File: config.mk
export PLATFORM = sky130hd
export DESIGN_NAME = frnp_lookahead
export DESIGN_NICKNAME = d
export VERILOG_FILES = /design/src/rtl/frnp_pkg.sv /design/src/rtl/frnp_lookahead.sv /design/src/rtl/frnp_next_addr.sv
export VERILOG_INCLUDE_DIRS = /design/src /design/src/rtl
export SDC_FILE = /design/constraint.sdc
export NUM_CORES = 1
export LEC_CHECK = 0
export BUFFER_PORTS_ARGS = -buffer_cell sky130_fd_sc_hd__buf_2
export CELL_PAD_IN_SITES_DETAIL_PLACEMENT = 1
export CELL_PAD_IN_SITES_GLOBAL_PLACEMENT = 2
export CORE_MARGIN = 2
export CORE_UTILIZATION = 42
export CTS_BUF_LIST = sky130_fd_sc_hd__clkbuf_4 sky130_fd_sc_hd__clkbuf_8
export DETAILED_ROUTE_END_ITERATION = 8
export MAX_ROUTING_LAYER = met4
export PLACE_DENSITY = 0.93
export SLEW_MARGIN = 5
export SYNTH_ARGS = -nofsm -noshare
export SYNTH_HDL_FRONTEND = slang
export SYNTH_HIERARCHICAL = 1
export SYNTH_SLANG_ARGS = --single-unit
File: constraint.sdc
create_clock -name clk -period 22.6 [get_ports clk]
set_input_delay 1.13 -clock clk [delete_from_list [all_inputs] [get_ports clk]]
set_output_delay 1.13 -clock clk [all_outputs]
set_load 0.05 [all_outputs]
File: src/rtl/frnp_regs.svh
// Timing counts and address field defaults for the flash look-ahead read logic.
// Included by frnp_lookahead only; holds definitions only.
`ifndef FRNP_REGS_SVH
`define FRNP_REGS_SVH

// Cycles one array block read occupies, start to data capture
`define FRNP_ARRAY_RD_CYC 4'h4
// Upper bound on busy cycles for a mispredicted request
`define FRNP_MISS_BUSY_MAX 4'h9

// Address field widths: word in block, block in page, page in sector, sector
`define FRNP_WORD_W 2
`define FRNP_BLOCK_W 3
`define FRNP_PAGE_W 5
`define FRNP_SECTOR_W 6
`define FRNP_DATA_W 32

`endif

File: src/rtl/frnp_pkg.sv
// Types shared by the flash look-ahead read logic.
// No dependencies.
package frnp_pkg;

	typedef enum logic [2:0]
	{
		FRNP_IDLE = 3'b001,
		FRNP_PREF = 3'b010,
		FRNP_DEMAND = 3'b100
	} frnp_state_t;

endpackage : frnp_pkg

File: src/rtl/frnp_lookahead.sv
// Look-ahead read sequencer for the flash block: serves 32-bit reads from a
// block buffer and fetches the predicted next block from the array meanwhile.
// Assumes an array that presents a block on arr_rdata a fixed number of
// cycles after arr_rd rises or arr_addr changes while it stays high, and a requester on the same clock.
`timescale 1ns/1ps
`include "frnp_regs.svh"

module frnp_lookahead #(
	parameter int WORD_W = `FRNP_WORD_W,
	parameter int BLOCK_W = `FRNP_BLOCK_W,
	parameter int PAGE_W = `FRNP_PAGE_W,
	parameter int SECTOR_W = `FRNP_SECTOR_W,
	parameter int DATA_W = `FRNP_DATA_W,
	parameter int TAG_W = 2 + SECTOR_W + PAGE_W + BLOCK_W,
	parameter int LINE_W = DATA_W << WORD_W
) (
	input wire logic clk,
	input wire logic rst,
	input wire logic pipe_mode,
	input wire logic rd_req,
	input wire logic req_aux,
	input wire logic req_spare,
	input wire logic [SECTOR_W-1:0] req_sector,
	input wire logic [PAGE_W-1:0] req_page,
	input wire logic [BLOCK_W-1:0] req_block,
	input wire logic [WORD_W-1:0] req_word,
	output logic busy,
	output logic [DATA_W-1:0] rdata,
	output logic rdata_valid,
	output logic arr_rd,
	output logic [TAG_W-1:0] arr_addr,
	input wire logic [LINE_W-1:0] arr_rdata
);

	frnp_pkg::frnp_state_t state;
	frnp_pkg::frnp_state_t next_state;

	logic [3:0] cnt;
	logic rd_done;
	logic [TAG_W-1:0] req_tag;
	logic [TAG_W-1:0] buf_tag;
	logic [LINE_W-1:0] buf_data;
	logic buf_valid;
	logic [TAG_W-1:0] la_tag;
	logic [LINE_W-1:0] la_data;
	logic la_valid;
	logic [TAG_W-1:0] pred_tag;
	logic [SECTOR_W-1:0] pred_sector;
	logic [PAGE_W-1:0] pred_page;
	logic [BLOCK_W-1:0] pred_block;
	logic buf_hit;
	logic la_hit;
	logic serve;
	logic swap;
	logic miss;
	logic need_pref;
	logic [DATA_W-1:0] word_sel;
	logic [DATA_W-1:0] stage_data;
	logic stage_valid;

	assign req_tag = {req_aux, req_spare, req_sector, req_page, req_block};
	assign rd_done = (cnt == 4'h1);
	assign arr_rd = (state != frnp_pkg::FRNP_IDLE);

	frnp_next_addr #(
		.BLOCK_W(BLOCK_W),
		.PAGE_W(PAGE_W),
		.SECTOR_W(SECTOR_W)
	) u_next (
		.aux(buf_tag[TAG_W-1]),
		.spare(buf_tag[TAG_W-2]),
		.sector(buf_tag[SECTOR_W+PAGE_W+BLOCK_W-1:PAGE_W+BLOCK_W]),
		.page(buf_tag[PAGE_W+BLOCK_W-1:BLOCK_W]),
		.block(buf_tag[BLOCK_W-1:0]),
		.next_sector(pred_sector),
		.next_page(pred_page),
		.next_block(pred_block)
	);

	// Prediction keeps the aux and spare kind of the block in the buffer
	assign pred_tag = {buf_tag[TAG_W-1:TAG_W-2], pred_sector, pred_page, pred_block};

	assign buf_hit = buf_valid && (buf_tag == req_tag);
	assign la_hit = la_valid && (la_tag == req_tag);
	// Buffer keeps serving while the array works on the look-ahead block
	assign serve = rd_req && buf_hit;
	assign swap = rd_req && !buf_hit && la_hit && (state == frnp_pkg::FRNP_IDLE);
	// A request that also misses the block being fetched is a misprediction
	assign miss = rd_req && !buf_hit && !la_hit && !(state == frnp_pkg::FRNP_PREF && la_tag == req_tag);
	assign need_pref = buf_valid && !(la_tag == pred_tag && la_valid);

	assign busy = rd_req && !serve;

	always_comb
	begin
		next_state = state;
		unique case (state)
			frnp_pkg::FRNP_IDLE:
			begin
				if (miss)
				begin
					next_state = frnp_pkg::FRNP_DEMAND;
				end
				else if (need_pref && !swap)
				begin
					next_state = frnp_pkg::FRNP_PREF;
				end
			end
			frnp_pkg::FRNP_PREF:
			begin
				if (rd_done)
				begin
					next_state = miss ? frnp_pkg::FRNP_DEMAND : frnp_pkg::FRNP_IDLE;
				end
			end
			frnp_pkg::FRNP_DEMAND:
			begin
				if (rd_done)
				begin
					next_state = frnp_pkg::FRNP_IDLE;
				end
			end
		endcase
	end

	always_ff @(posedge clk or posedge rst)
	begin
		if (rst)
		begin
			state <= frnp_pkg::FRNP_IDLE;
		end
		else
		begin
			state <= next_state;
		end
	end

	// fixed array time bounds the miss
	always_ff @(posedge clk or posedge rst)
	begin
		if (rst)
		begin
			cnt <= 4'h0;
		end
		else if (next_state != state && next_state != frnp_pkg::FRNP_IDLE)
		begin
			cnt <= `FRNP_ARRAY_RD_CYC;
		end
		else if (cnt != 4'h0)
		begin
			cnt <= cnt - 4'h1;
		end
	end

	// Array address is launched with the state change so it is stable for the whole read
	always_ff @(posedge clk or posedge rst)
	begin
		if (rst)
		begin
			arr_addr <= '0;
		end
		else if (next_state == frnp_pkg::FRNP_PREF && state != frnp_pkg::FRNP_PREF)
		begin
			arr_addr <= pred_tag;
		end
		else if (next_state == frnp_pkg::FRNP_DEMAND && state != frnp_pkg::FRNP_DEMAND)
		begin
			arr_addr <= req_tag;
		end
	end

	// Look-ahead holding register
	always_ff @(posedge clk or posedge rst)
	begin
		if (rst)
		begin
			la_valid <= 1'b0;
			la_tag <= '0;
			la_data <= '0;
		end
		else if (state == frnp_pkg::FRNP_PREF && rd_done)
		begin
			la_valid <= 1'b1;
			la_tag <= arr_addr;
			la_data <= arr_rdata;
		end
		else if (next_state == frnp_pkg::FRNP_PREF && state != frnp_pkg::FRNP_PREF)
		begin
			// Tag tracks the block in flight so a matching request just waits for it
			la_valid <= 1'b0;
			la_tag <= pred_tag;
		end
		else if (swap || (state == frnp_pkg::FRNP_DEMAND && rd_done))
		begin
			la_valid <= 1'b0;
		end
	end

	// Block buffer, loaded by a demand read or by promoting the look-ahead
	always_ff @(posedge clk or posedge rst)
	begin
		if (rst)
		begin
			buf_valid <= 1'b0;
			buf_tag <= '0;
			buf_data <= '0;
		end
		else if (state == frnp_pkg::FRNP_DEMAND && rd_done)
		begin
			buf_valid <= 1'b1;
			buf_tag <= arr_addr;
			buf_data <= arr_rdata;
		end
		else if (swap)
		begin
			buf_valid <= 1'b1;
			buf_tag <= la_tag;
			buf_data <= la_data;
		end
	end

	assign word_sel = buf_data[req_word*DATA_W +: DATA_W];

	always_ff @(posedge clk or posedge rst)
	begin
		if (rst)
		begin
			stage_data <= '0;
			stage_valid <= 1'b0;
			rdata <= '0;
			rdata_valid <= 1'b0;
		end
		else
		begin
			stage_data <= word_sel;
			stage_valid <= serve;
			// Pipe mode adds one register stage; hold pipe_mode stable while reading
			rdata <= pipe_mode ? stage_data : word_sel;
			rdata_valid <= pipe_mode ? stage_valid : serve;
		end
	end

endmodule : frnp_lookahead

File: src/rtl/frnp_next_addr.sv
// Look-ahead block address predictor for the flash block.
// Purely combinational; the caller registers the result.
`timescale 1ns/1ps

module frnp_next_addr #(
	parameter int BLOCK_W = 3,
	parameter int PAGE_W = 5,
	parameter int SECTOR_W = 6
) (
	input wire logic aux,
	input wire logic spare,
	input wire logic [SECTOR_W-1:0] sector,
	input wire logic [PAGE_W-1:0] page,
	input wire logic [BLOCK_W-1:0] block,
	output logic [SECTOR_W-1:0] next_sector,
	output logic [PAGE_W-1:0] next_page,
	output logic [BLOCK_W-1:0] next_block
);

	logic last_block;
	logic last_page;
	logic last_sector;

	assign last_block = &block;
	assign last_page = &page;
	assign last_sector = &sector;

	always_comb
	begin
		next_sector = sector;
		next_page = page;
		next_block = block;
		if (aux)
		begin
			next_page = page + 1'b1;
			if (last_page)
			begin
				next_sector = last_sector ? '0 : sector + 1'b1;
			end
		end
		else if (spare)
		begin
			next_block = '0;
			next_sector = last_sector ? '0 : sector + 1'b1;
		end
		else if (last_block)
		begin
			next_block = '0;
			next_page = page + 1'b1;
			if (last_page)
			begin
				next_sector = last_sector ? '0 : sector + 1'b1;
			end
		end
		else
		begin
			next_block = block + 1'b1;
		end
	end

endmodule : frnp_next_addr

==> results of run 1 <==
[power by group through the flow]
stage          Clock (uW)  Combinational (uW)  Sequential, uW
4_1_cts               690                 913            1180
3_3_place_gp            0                 869            1180
3_5_place_dp            0                 908            1190
5_1_grt               722                1000            1220
6_report              670                 904            1180
2_1_floorplan           0                 562            1260
[state kept, by name, indices dropped and copies added, names as in the netlist]
name / count
stage_valid: 1
la_valid: 1
buf_data: 128
cnt: 4
state: 3
la_tag: 16
rdata: 32
buf_valid: 1
buf_tag: 16
arr_addr: 16
stage_data: 32
la_data: 128
rdata_valid: 1
[metal layers]
| metal | share of wire (%) | up-vias | wire length (um) | GRT usage (%) |
|---|---|---|---|---|
| li1 | - | 6002 | - | - |
| met1 | 45 | 6561 | 22200 | 31.9 |
| met2 | 48 | 265 | 23600 | 36.8 |
| met3 | 5.3 | 57 | 2630 | 5.78 |
| met4 | 1.5 | 0 | 750 | 6.55 |
| met5 | 0 | - | 0 | - |
[cell type report]
class / instances / share of cell area [%]
tap: 532 / 3.30
sequential: 379 / 47.0
clock buffer: 109 / 6.51
clock inverter: 10 / 0.539
timing repair buffer: 216 / 5.68
multi-input combinational: 1141 / 36.3
inverter: 27 / 0.539
antenna: 14 / 0.174
[per-stage QoR]
step	util (%)	area [um^2]	total power, uW	cells
6_report	49.4	20200	2760	2428
4_1_cts	49.3	20100	2790	2414
3_3_place_gp	45.8	18700	2050	2295
5_1_grt	49.4	20200	2950	2428
3_5_place_dp	45.8	18700	2100	2295
2_1_floorplan	-	17300	1820	1652
[cells in the mapped netlist (14+ instances only)]
master | instances | share of area (%)
buf_2 | 16 | 0.46
clkbuf_1 | 74 | 1.6
dfrtp_1 | 378 | 55
inv_1 | 26 | 0.56
mux2_2 | 35 | 2.3
mux2i_1 | 144 | 8.3
mux4_2 | 32 | 4.2
nand2_1 | 554 | 12
nand3b_1 | 16 | 0.69
o21ai_0 | 150 | 4.3
o311ai_1 | 14 | 0.71
or4b_1 | 16 | 0.92
xnor2_1 | 33 | 1.7
xor2_1 | 22 | 1.1
[placed cells by master (no fill, tap or decap), types with 2 or more instances in the layout]
| cell | netlist | final |
|---|---|---|
| a2111oi_4 | 1 | 2 |
| a211o_1 | 2 | 2 |
| a21o_1 | 3 | 3 |
| a21oi_1 | 7 | 7 |
| and2_1 | 2 | 2 |
| buf_12 | 0 | 2 |
| buf_2 | 16 | 200 |
| buf_4 | 1 | 14 |
| clkbuf_4 | 0 | 30 |
| clkbuf_8 | 0 | 79 |
| clkinv_2 | 0 | 3 |
| clkinv_8 | 0 | 2 |
| clkinvlp_4 | 0 | 3 |
| dfrtp_1 | 378 | 378 |
| diode_2 | 0 | 14 |
| ha_1 | 8 | 8 |
| inv_1 | 26 | 25 |
| mux2_2 | 35 | 35 |
| mux2i_1 | 144 | 144 |
| mux4_2 | 32 | 32 |
| nand2_1 | 554 | 553 |
| nand2b_1 | 4 | 4 |
| nand3_1 | 12 | 12 |
| nand3b_1 | 16 | 16 |
| nand4_1 | 8 | 8 |
| nor2_1 | 11 | 10 |
| nor2b_1 | 2 | 2 |
| nor3_1 | 9 | 8 |
| nor4_1 | 6 | 6 |
| o211ai_1 | 2 | 2 |
| o21ai_0 | 150 | 150 |
| o221ai_1 | 8 | 8 |
| o221ai_2 | 9 | 9 |
| o311ai_1 | 14 | 14 |
| o311ai_2 | 2 | 2 |
| or3_1 | 4 | 4 |
| or4b_1 | 16 | 16 |
| xnor2_1 | 33 | 33 |
| xor2_1 | 22 | 22 |
[critical path, stage by stage (launching register included)]
cell,delay (ns)
dfrtp_1,0.47
ha_1,0.22
and3_1,0.16
ha_1,0.20
o21ai_4,0.13
o2bb2ai_1,0.19
o21ai_0,0.37
xnor2_1,0.18
nand4_1,0.12
nor4_1,0.45
a31oi_1,0.26
o221a_1,0.33
or3_1,0.35
buf_4,0.21
nor3_4,0.85
o311ai_1,0.18
[worst max path at each step]
| stage | start | to | slack, ns | cells past startpoint |
|---|---|---|---|---|
| 4_1_cts | buf_tag[0] | arr_addr[2] | 17.77 | 14 |
| 2_1_floorplan | rst | arr_addr[0] | 10.94 | 1 |
| 3_3_place_gp | req_page[0] | la_tag[3] | 17.65 | 9 |
| 3_5_place_dp | req_page[0] | la_tag[0] | 17.54 | 9 |
| 6_report | buf_tag[3] | arr_addr[2] | 17.73 | 15 |
| 5_1_grt | buf_tag[3] | arr_addr[15] | 17.40 | 15 |
[kinds of logic after synthesis]
kind of cell    count (synthesis)  synth area share, %
mux                           211                 14.7
xor+xnor                       55                 2.78
fa+ha+maj                       8                0.577
buf+inv                       132                 3.34
simple gates                  653                 15.8
compound gates                214                 8.01
flops                         379                 54.7
==> metrics.cfg, run 1 <==
[cells_and_area]
syn_to_final_growth_pct = 16.4
nets = 1992
fill_cells = 4522
area.sequential_um2 = 9490
layout-drive-gt1-share_pct = 22.8
multiInputGateArea_um2 = 7310

[synthesis]
syn_inst = 1652
syn-num-nets = 1810
synth_edf_count = 0
synthArstFlopShare_pct = 100
synth-seq-cells = 379
synthDistinctLibCells = 62
synth.cell_area_um2 = 17300
synth-main-ff-cell = dfrtp_1
synth_warnings = 6
syn_avg_cell_area_um2 = 10.5
ys_seq_area_share_pct = 54.7

[power_and_ir_drop]
seq_power_share_pct = 42.9
ir_worst_vdd_mv = 0.0650
powerDensity_nw_per_um2 = 137
power_frac_comb_pct = 32.8
p_sw_share_pct = 38.3
clock_power_share_pct = 24.3
p_leak_uw = 0.00873
p_int_uw = 1700
p_switching_uw = 1060

[worst_setup_path]
path_max_fanout = 20
cp.required_ns = 23.02
worst_setup_path_end_kind = flip-flop
worstSetupPathType = flip-flop to flip-flop
reg2reg_slack_ns = 17.73
cp.arrival_ns = 5.29
timing.rr.end = arr_addr[2]
start_kind = flip-flop
rr_worst_depth = 15
r2r-start = buf_tag[3]

[timing]
relSlewSlack_pct = 24.3
tightest_slew_ns = 1.14
fin_skew_ns = 0.0351
timing.setup.tns_ns = 0
post-route-period-util_pct = 21.5
setup_viol = 0
final_max_slew_viol_count = 0
rsz0062_at_grt = false
fmax_ghz = 0.205
fin_crit_ns = 4.87
setup_ws_ns = 17.73
hold_violations = 0
holdWs_ns = 0.470

[die]
core_area_um2 = 40800
die_h_um = 207
dieArea_um2 = 42900
start_util_pct = 42.5
die_w_um = 207
io_pins = 201
num_rows = 74

[routing]
drc = 0
routed_wl_um = 49200
dr.pass1.iters = 5
routedWlPerCell_um = 20.3
num_vias = 12900
via_per_inst = 5.31
drt_iter0_markers = 699
route.antenna.remaining_nets = 0

[cts]
cts_tree = built
htreeDepth = 3
ctsHoldBuffers = 0
cts_buffer_depth = 3
cts_setup_buffers = 0
numCtsBuffers = 69
clk_latency_ns = 0.61
clk_pin_slew_worst_paths_ns = 0.06
cts_resized = 0
clock-sinks = 379
cts_root_buffer = clkbuf_8

[hold_path]
hp-class = flip-flop to flip-flop
hold_path_startpoint = stage_data[21]
holdPathStages = 1
hold_path_end = rdata[21]

[global_routing]
overflow = 0
grt_pass1_vias = 14100
grt_pass1_wl_um = 79100
antenna_found_initial = 15
grt_max_degree = 274
track_usage_pct = 24.0

[placed_design]
io_buffers = 200
gp_congestion = 0.887
dp_worst_setup_slack_ns = 17.54
hpwl_um = 30900

[status]
outcome = complete, no violations

[run]
cap_violations = 0

Power figures use the tool's default switching activity.
==> run 2, diff against run 1 <==
--- a/config.mk
+++ b/config.mk
@@ -10,11 +10,11 @@
 export CELL_PAD_IN_SITES_DETAIL_PLACEMENT = 1
 export CELL_PAD_IN_SITES_GLOBAL_PLACEMENT = 2
 export CORE_MARGIN = 2
-export CORE_UTILIZATION = 42
+export CORE_UTILIZATION = 36
 export CTS_BUF_LIST = sky130_fd_sc_hd__clkbuf_4 sky130_fd_sc_hd__clkbuf_8
 export DETAILED_ROUTE_END_ITERATION = 8
 export MAX_ROUTING_LAYER = met4
-export PLACE_DENSITY = 0.93
+export PLACE_DENSITY = 0.85
 export SLEW_MARGIN = 5
 export SYNTH_ARGS = -nofsm -noshare
 export SYNTH_HDL_FRONTEND = slang
==> constraint.sdc (replaced) <==
create_clock -name clk -period 4.3 [get_ports clk]
set_input_delay 0.215 -clock clk [delete_from_list [all_inputs] [get_ports clk]]
set_output_delay 0.215 -clock clk [all_outputs]
set_load 0.05 [all_outputs]
==> metrics.cfg, run 2 (synthesis gave the netlist of run 1 again) <==
[timing]
setup_ws_ns = 0.238  ; was 17.73 ns
fin_skew_ns = 0.0265  ; was 0.0351 ns
rsz0062_at_grt = false  ; unchanged
fin_crit_ns = 4.06  ; was 4.87 ns
hold_violations = 0  ; unchanged
post-route-period-util_pct = 94.5  ; was 21.5%
holdWs_ns = 0.0554  ; was 0.470 ns
setup_viol = 0  ; unchanged
tightest_slew_ns = 1.09  ; was 1.14 ns
relSlewSlack_pct = 27.3  ; was 24.3%
fmax_ghz = 0.246  ; was 0.205 GHz
final_max_slew_viol_count = 0  ; unchanged

[die]
io_pins = 201  ; unchanged
die_w_um = 223  ; was 207 um
start_util_pct = 36.4  ; was 42.5%
die_h_um = 223  ; was 207 um
num_rows = 80  ; was 74
dieArea_um2 = 49900  ; was 42900 um^2
core_area_um2 = 47600  ; was 40800 um^2

[worst_setup_path]
worst_setup_path_end_kind = flip-flop  ; unchanged
cp.required_ns = 4.82  ; was 23.02 ns
reg2reg_slack_ns = 0.24  ; was 17.73 ns
cp.arrival_ns = 4.58  ; was 5.29 ns
worstSetupPathType = flip-flop to flip-flop  ; unchanged
timing.rr.end = arr_addr[12]  ; was arr_addr[2]
rr_worst_depth = 15  ; unchanged
start_kind = flip-flop  ; unchanged
path_max_fanout = 17  ; was 20
r2r-start = buf_tag[3]  ; unchanged

[global_routing]
grt_max_degree = 177  ; was 274
antenna_found_initial = 10  ; was 15
grt_pass1_wl_um = 84200  ; was 79100 um
track_usage_pct = 22.2  ; was 24.0%
overflow = 0  ; unchanged
grt_pass1_vias = 15100  ; was 14.1k

[placed_design]
gp_congestion = 0.887  ; about the same
io_buffers = 200  ; unchanged
dp_worst_setup_slack_ns = 0.189  ; was 17.54 ns
hpwl_um = 33000  ; was 30900 um

[routing]
dr.pass1.iters = 5  ; unchanged
num_vias = 13700  ; was 12.9k
routed_wl_um = 53100  ; was 49200 um
routedWlPerCell_um = 19.9  ; was 20.3 um
drc = 0  ; unchanged
drt_iter0_markers = 831  ; was 699
route.antenna.remaining_nets = 0  ; unchanged
via_per_inst = 5.16  ; was 5.31

[cts]
cts_setup_buffers = 0  ; unchanged
cts_root_buffer = clkbuf_8  ; unchanged
cts_buffer_depth = 3  ; unchanged
cts_tree = built  ; unchanged
clock-sinks = 379  ; unchanged
htreeDepth = 3  ; unchanged
numCtsBuffers = 72  ; was 69
clk_latency_ns = 0.65  ; was 0.61 ns
clk_pin_slew_worst_paths_ns = 0.07  ; was 0.06 ns

[status]
outcome = complete, no violations  ; unchanged

[hold_path]
hp-class = input port to flip-flop  ; was flip-flop to flip-flop
holdPathStages = 3  ; was 1
hold_path_startpoint = req_sector[4]  ; was stage_data[21]
hold_path_end = arr_addr[12]  ; was rdata[21]

[power_and_ir_drop]
p_leak_uw = 0.00942  ; was 0.00873 uW
ir_worst_vdd_mv = 0.386  ; was 0.0650 mV
powerDensity_nw_per_um2 = 678  ; was 137 nW/um^2
power_uw = 14800  ; was 2760 uW

[cells_and_area]
fin_util_pct = 46.0  ; was 49.4%
layout_common_cells = nand2_1 (553), dfrtp_1 (376), buf_2 (200), o21ai_0 (150), dlygate4sd3_1 (145)  ; was nand2_1 (553), dfrtp_1 (378), buf_2 (200), o21ai_0 (150), mux2i_1 (144)
reg.largest.list = buf_data (128), la_data (128)  ; unchanged
layout-drive-gt1-share_pct = 21.9  ; was 22.8%
final_common_cell = nand2_1  ; unchanged
nets = 2151  ; was 1992
syn_to_final_growth_pct = 26.3  ; was 16.4%

[run]
cap_violations = 0  ; unchanged

[run 2: cell types whose count changed in the layout (fill, tap and decap cells not counted), moves of 3 or more]
cell and change:
diode_2 -5, buf_4 +8, dlygate4sd3_1 +145, clkbuf_8 +8
buf_12 +3, clkbuf_4 -9
[run 2: power by group]
| group | internal [uW] | leakage [uW] | total, uW | switching (uW) |
|---|---|---|---|---|
| logic | 1930 | 0.00427 | 4960 | 3030 |
| registers | 5140 | 0.00437 | 6220 | 1080 |
| clock network | 2070 | 0.000776 | 3660 | 1590 |
| total | 9150 | 0.00942 | 14800 | 5690 |
[run 2: per-layer routing]
metal / up-vias / global-route usage, % / part of all wire (%)
met2: 288 / 35.4 / 48
met4: 0 / 6.73 / 2.4
met5: - / - / 0
met3: 102 / 4.17 / 3.9
li1: 6314 / - / -
met1: 7040 / 28.8 / 46
[run 2: what timing repair did]
item / CTS / global route
hold buffers: 145 / 0
endpoints found under the hold margin: 304 / 0
resized for setup: 0 / 5
endpoints found under the setup margin: 0 / 33
[run 2: through the flow]
stage	TNS [ns]	cells	instance area, um^2
finish	0	2663	21900
global route	0	2663	21900
CTS	0	2654	21800
detailed placement	0	2389	18900
global placement	0	2389	18900
floorplan	-380.35	1652	17300
[run 2: worst max-delay path by stage]
stage	startpoint	to	slack (ns)
final	buf_tag[3]	arr_addr[12]	0.24
after CTS	buf_tag[0]	la_tag[1]	0.17
after floorplan	rst	arr_addr[0]	-1.01
after global routing	buf_tag[3]	arr_addr[12]	0.04
after global placement	buf_tag[0]	la_tag[1]	0.27
after detailed placement	buf_tag[0]	la_tag[1]	0.19
[run 2: worst max-delay path, cell delays in order, from the launching register on]
cell	delay, ns
dfrtp_2	0.43
ha_1	0.20
and3_1	0.17
ha_1	0.19
o21ai_4	0.12
a211o_1	0.27
a21o_1	0.20
xnor2_1	0.22
nand4_1	0.15
nor4_2	0.31
a31oi_2	0.17
o221a_1	0.28
or3_1	0.35
buf_4	0.22
or4b_1	0.53
o311ai_1	0.12
[run 2: final cells by class]
class,count,area [um^2]
fill,5303,25800
antenna,9,22.5
timing repair buffer,372,2720
tap,615,769
inverter,27,105
clock buffer,108,1360
multi-input combinational,1141,7330
clock inverter,12,108
sequential,379,9490
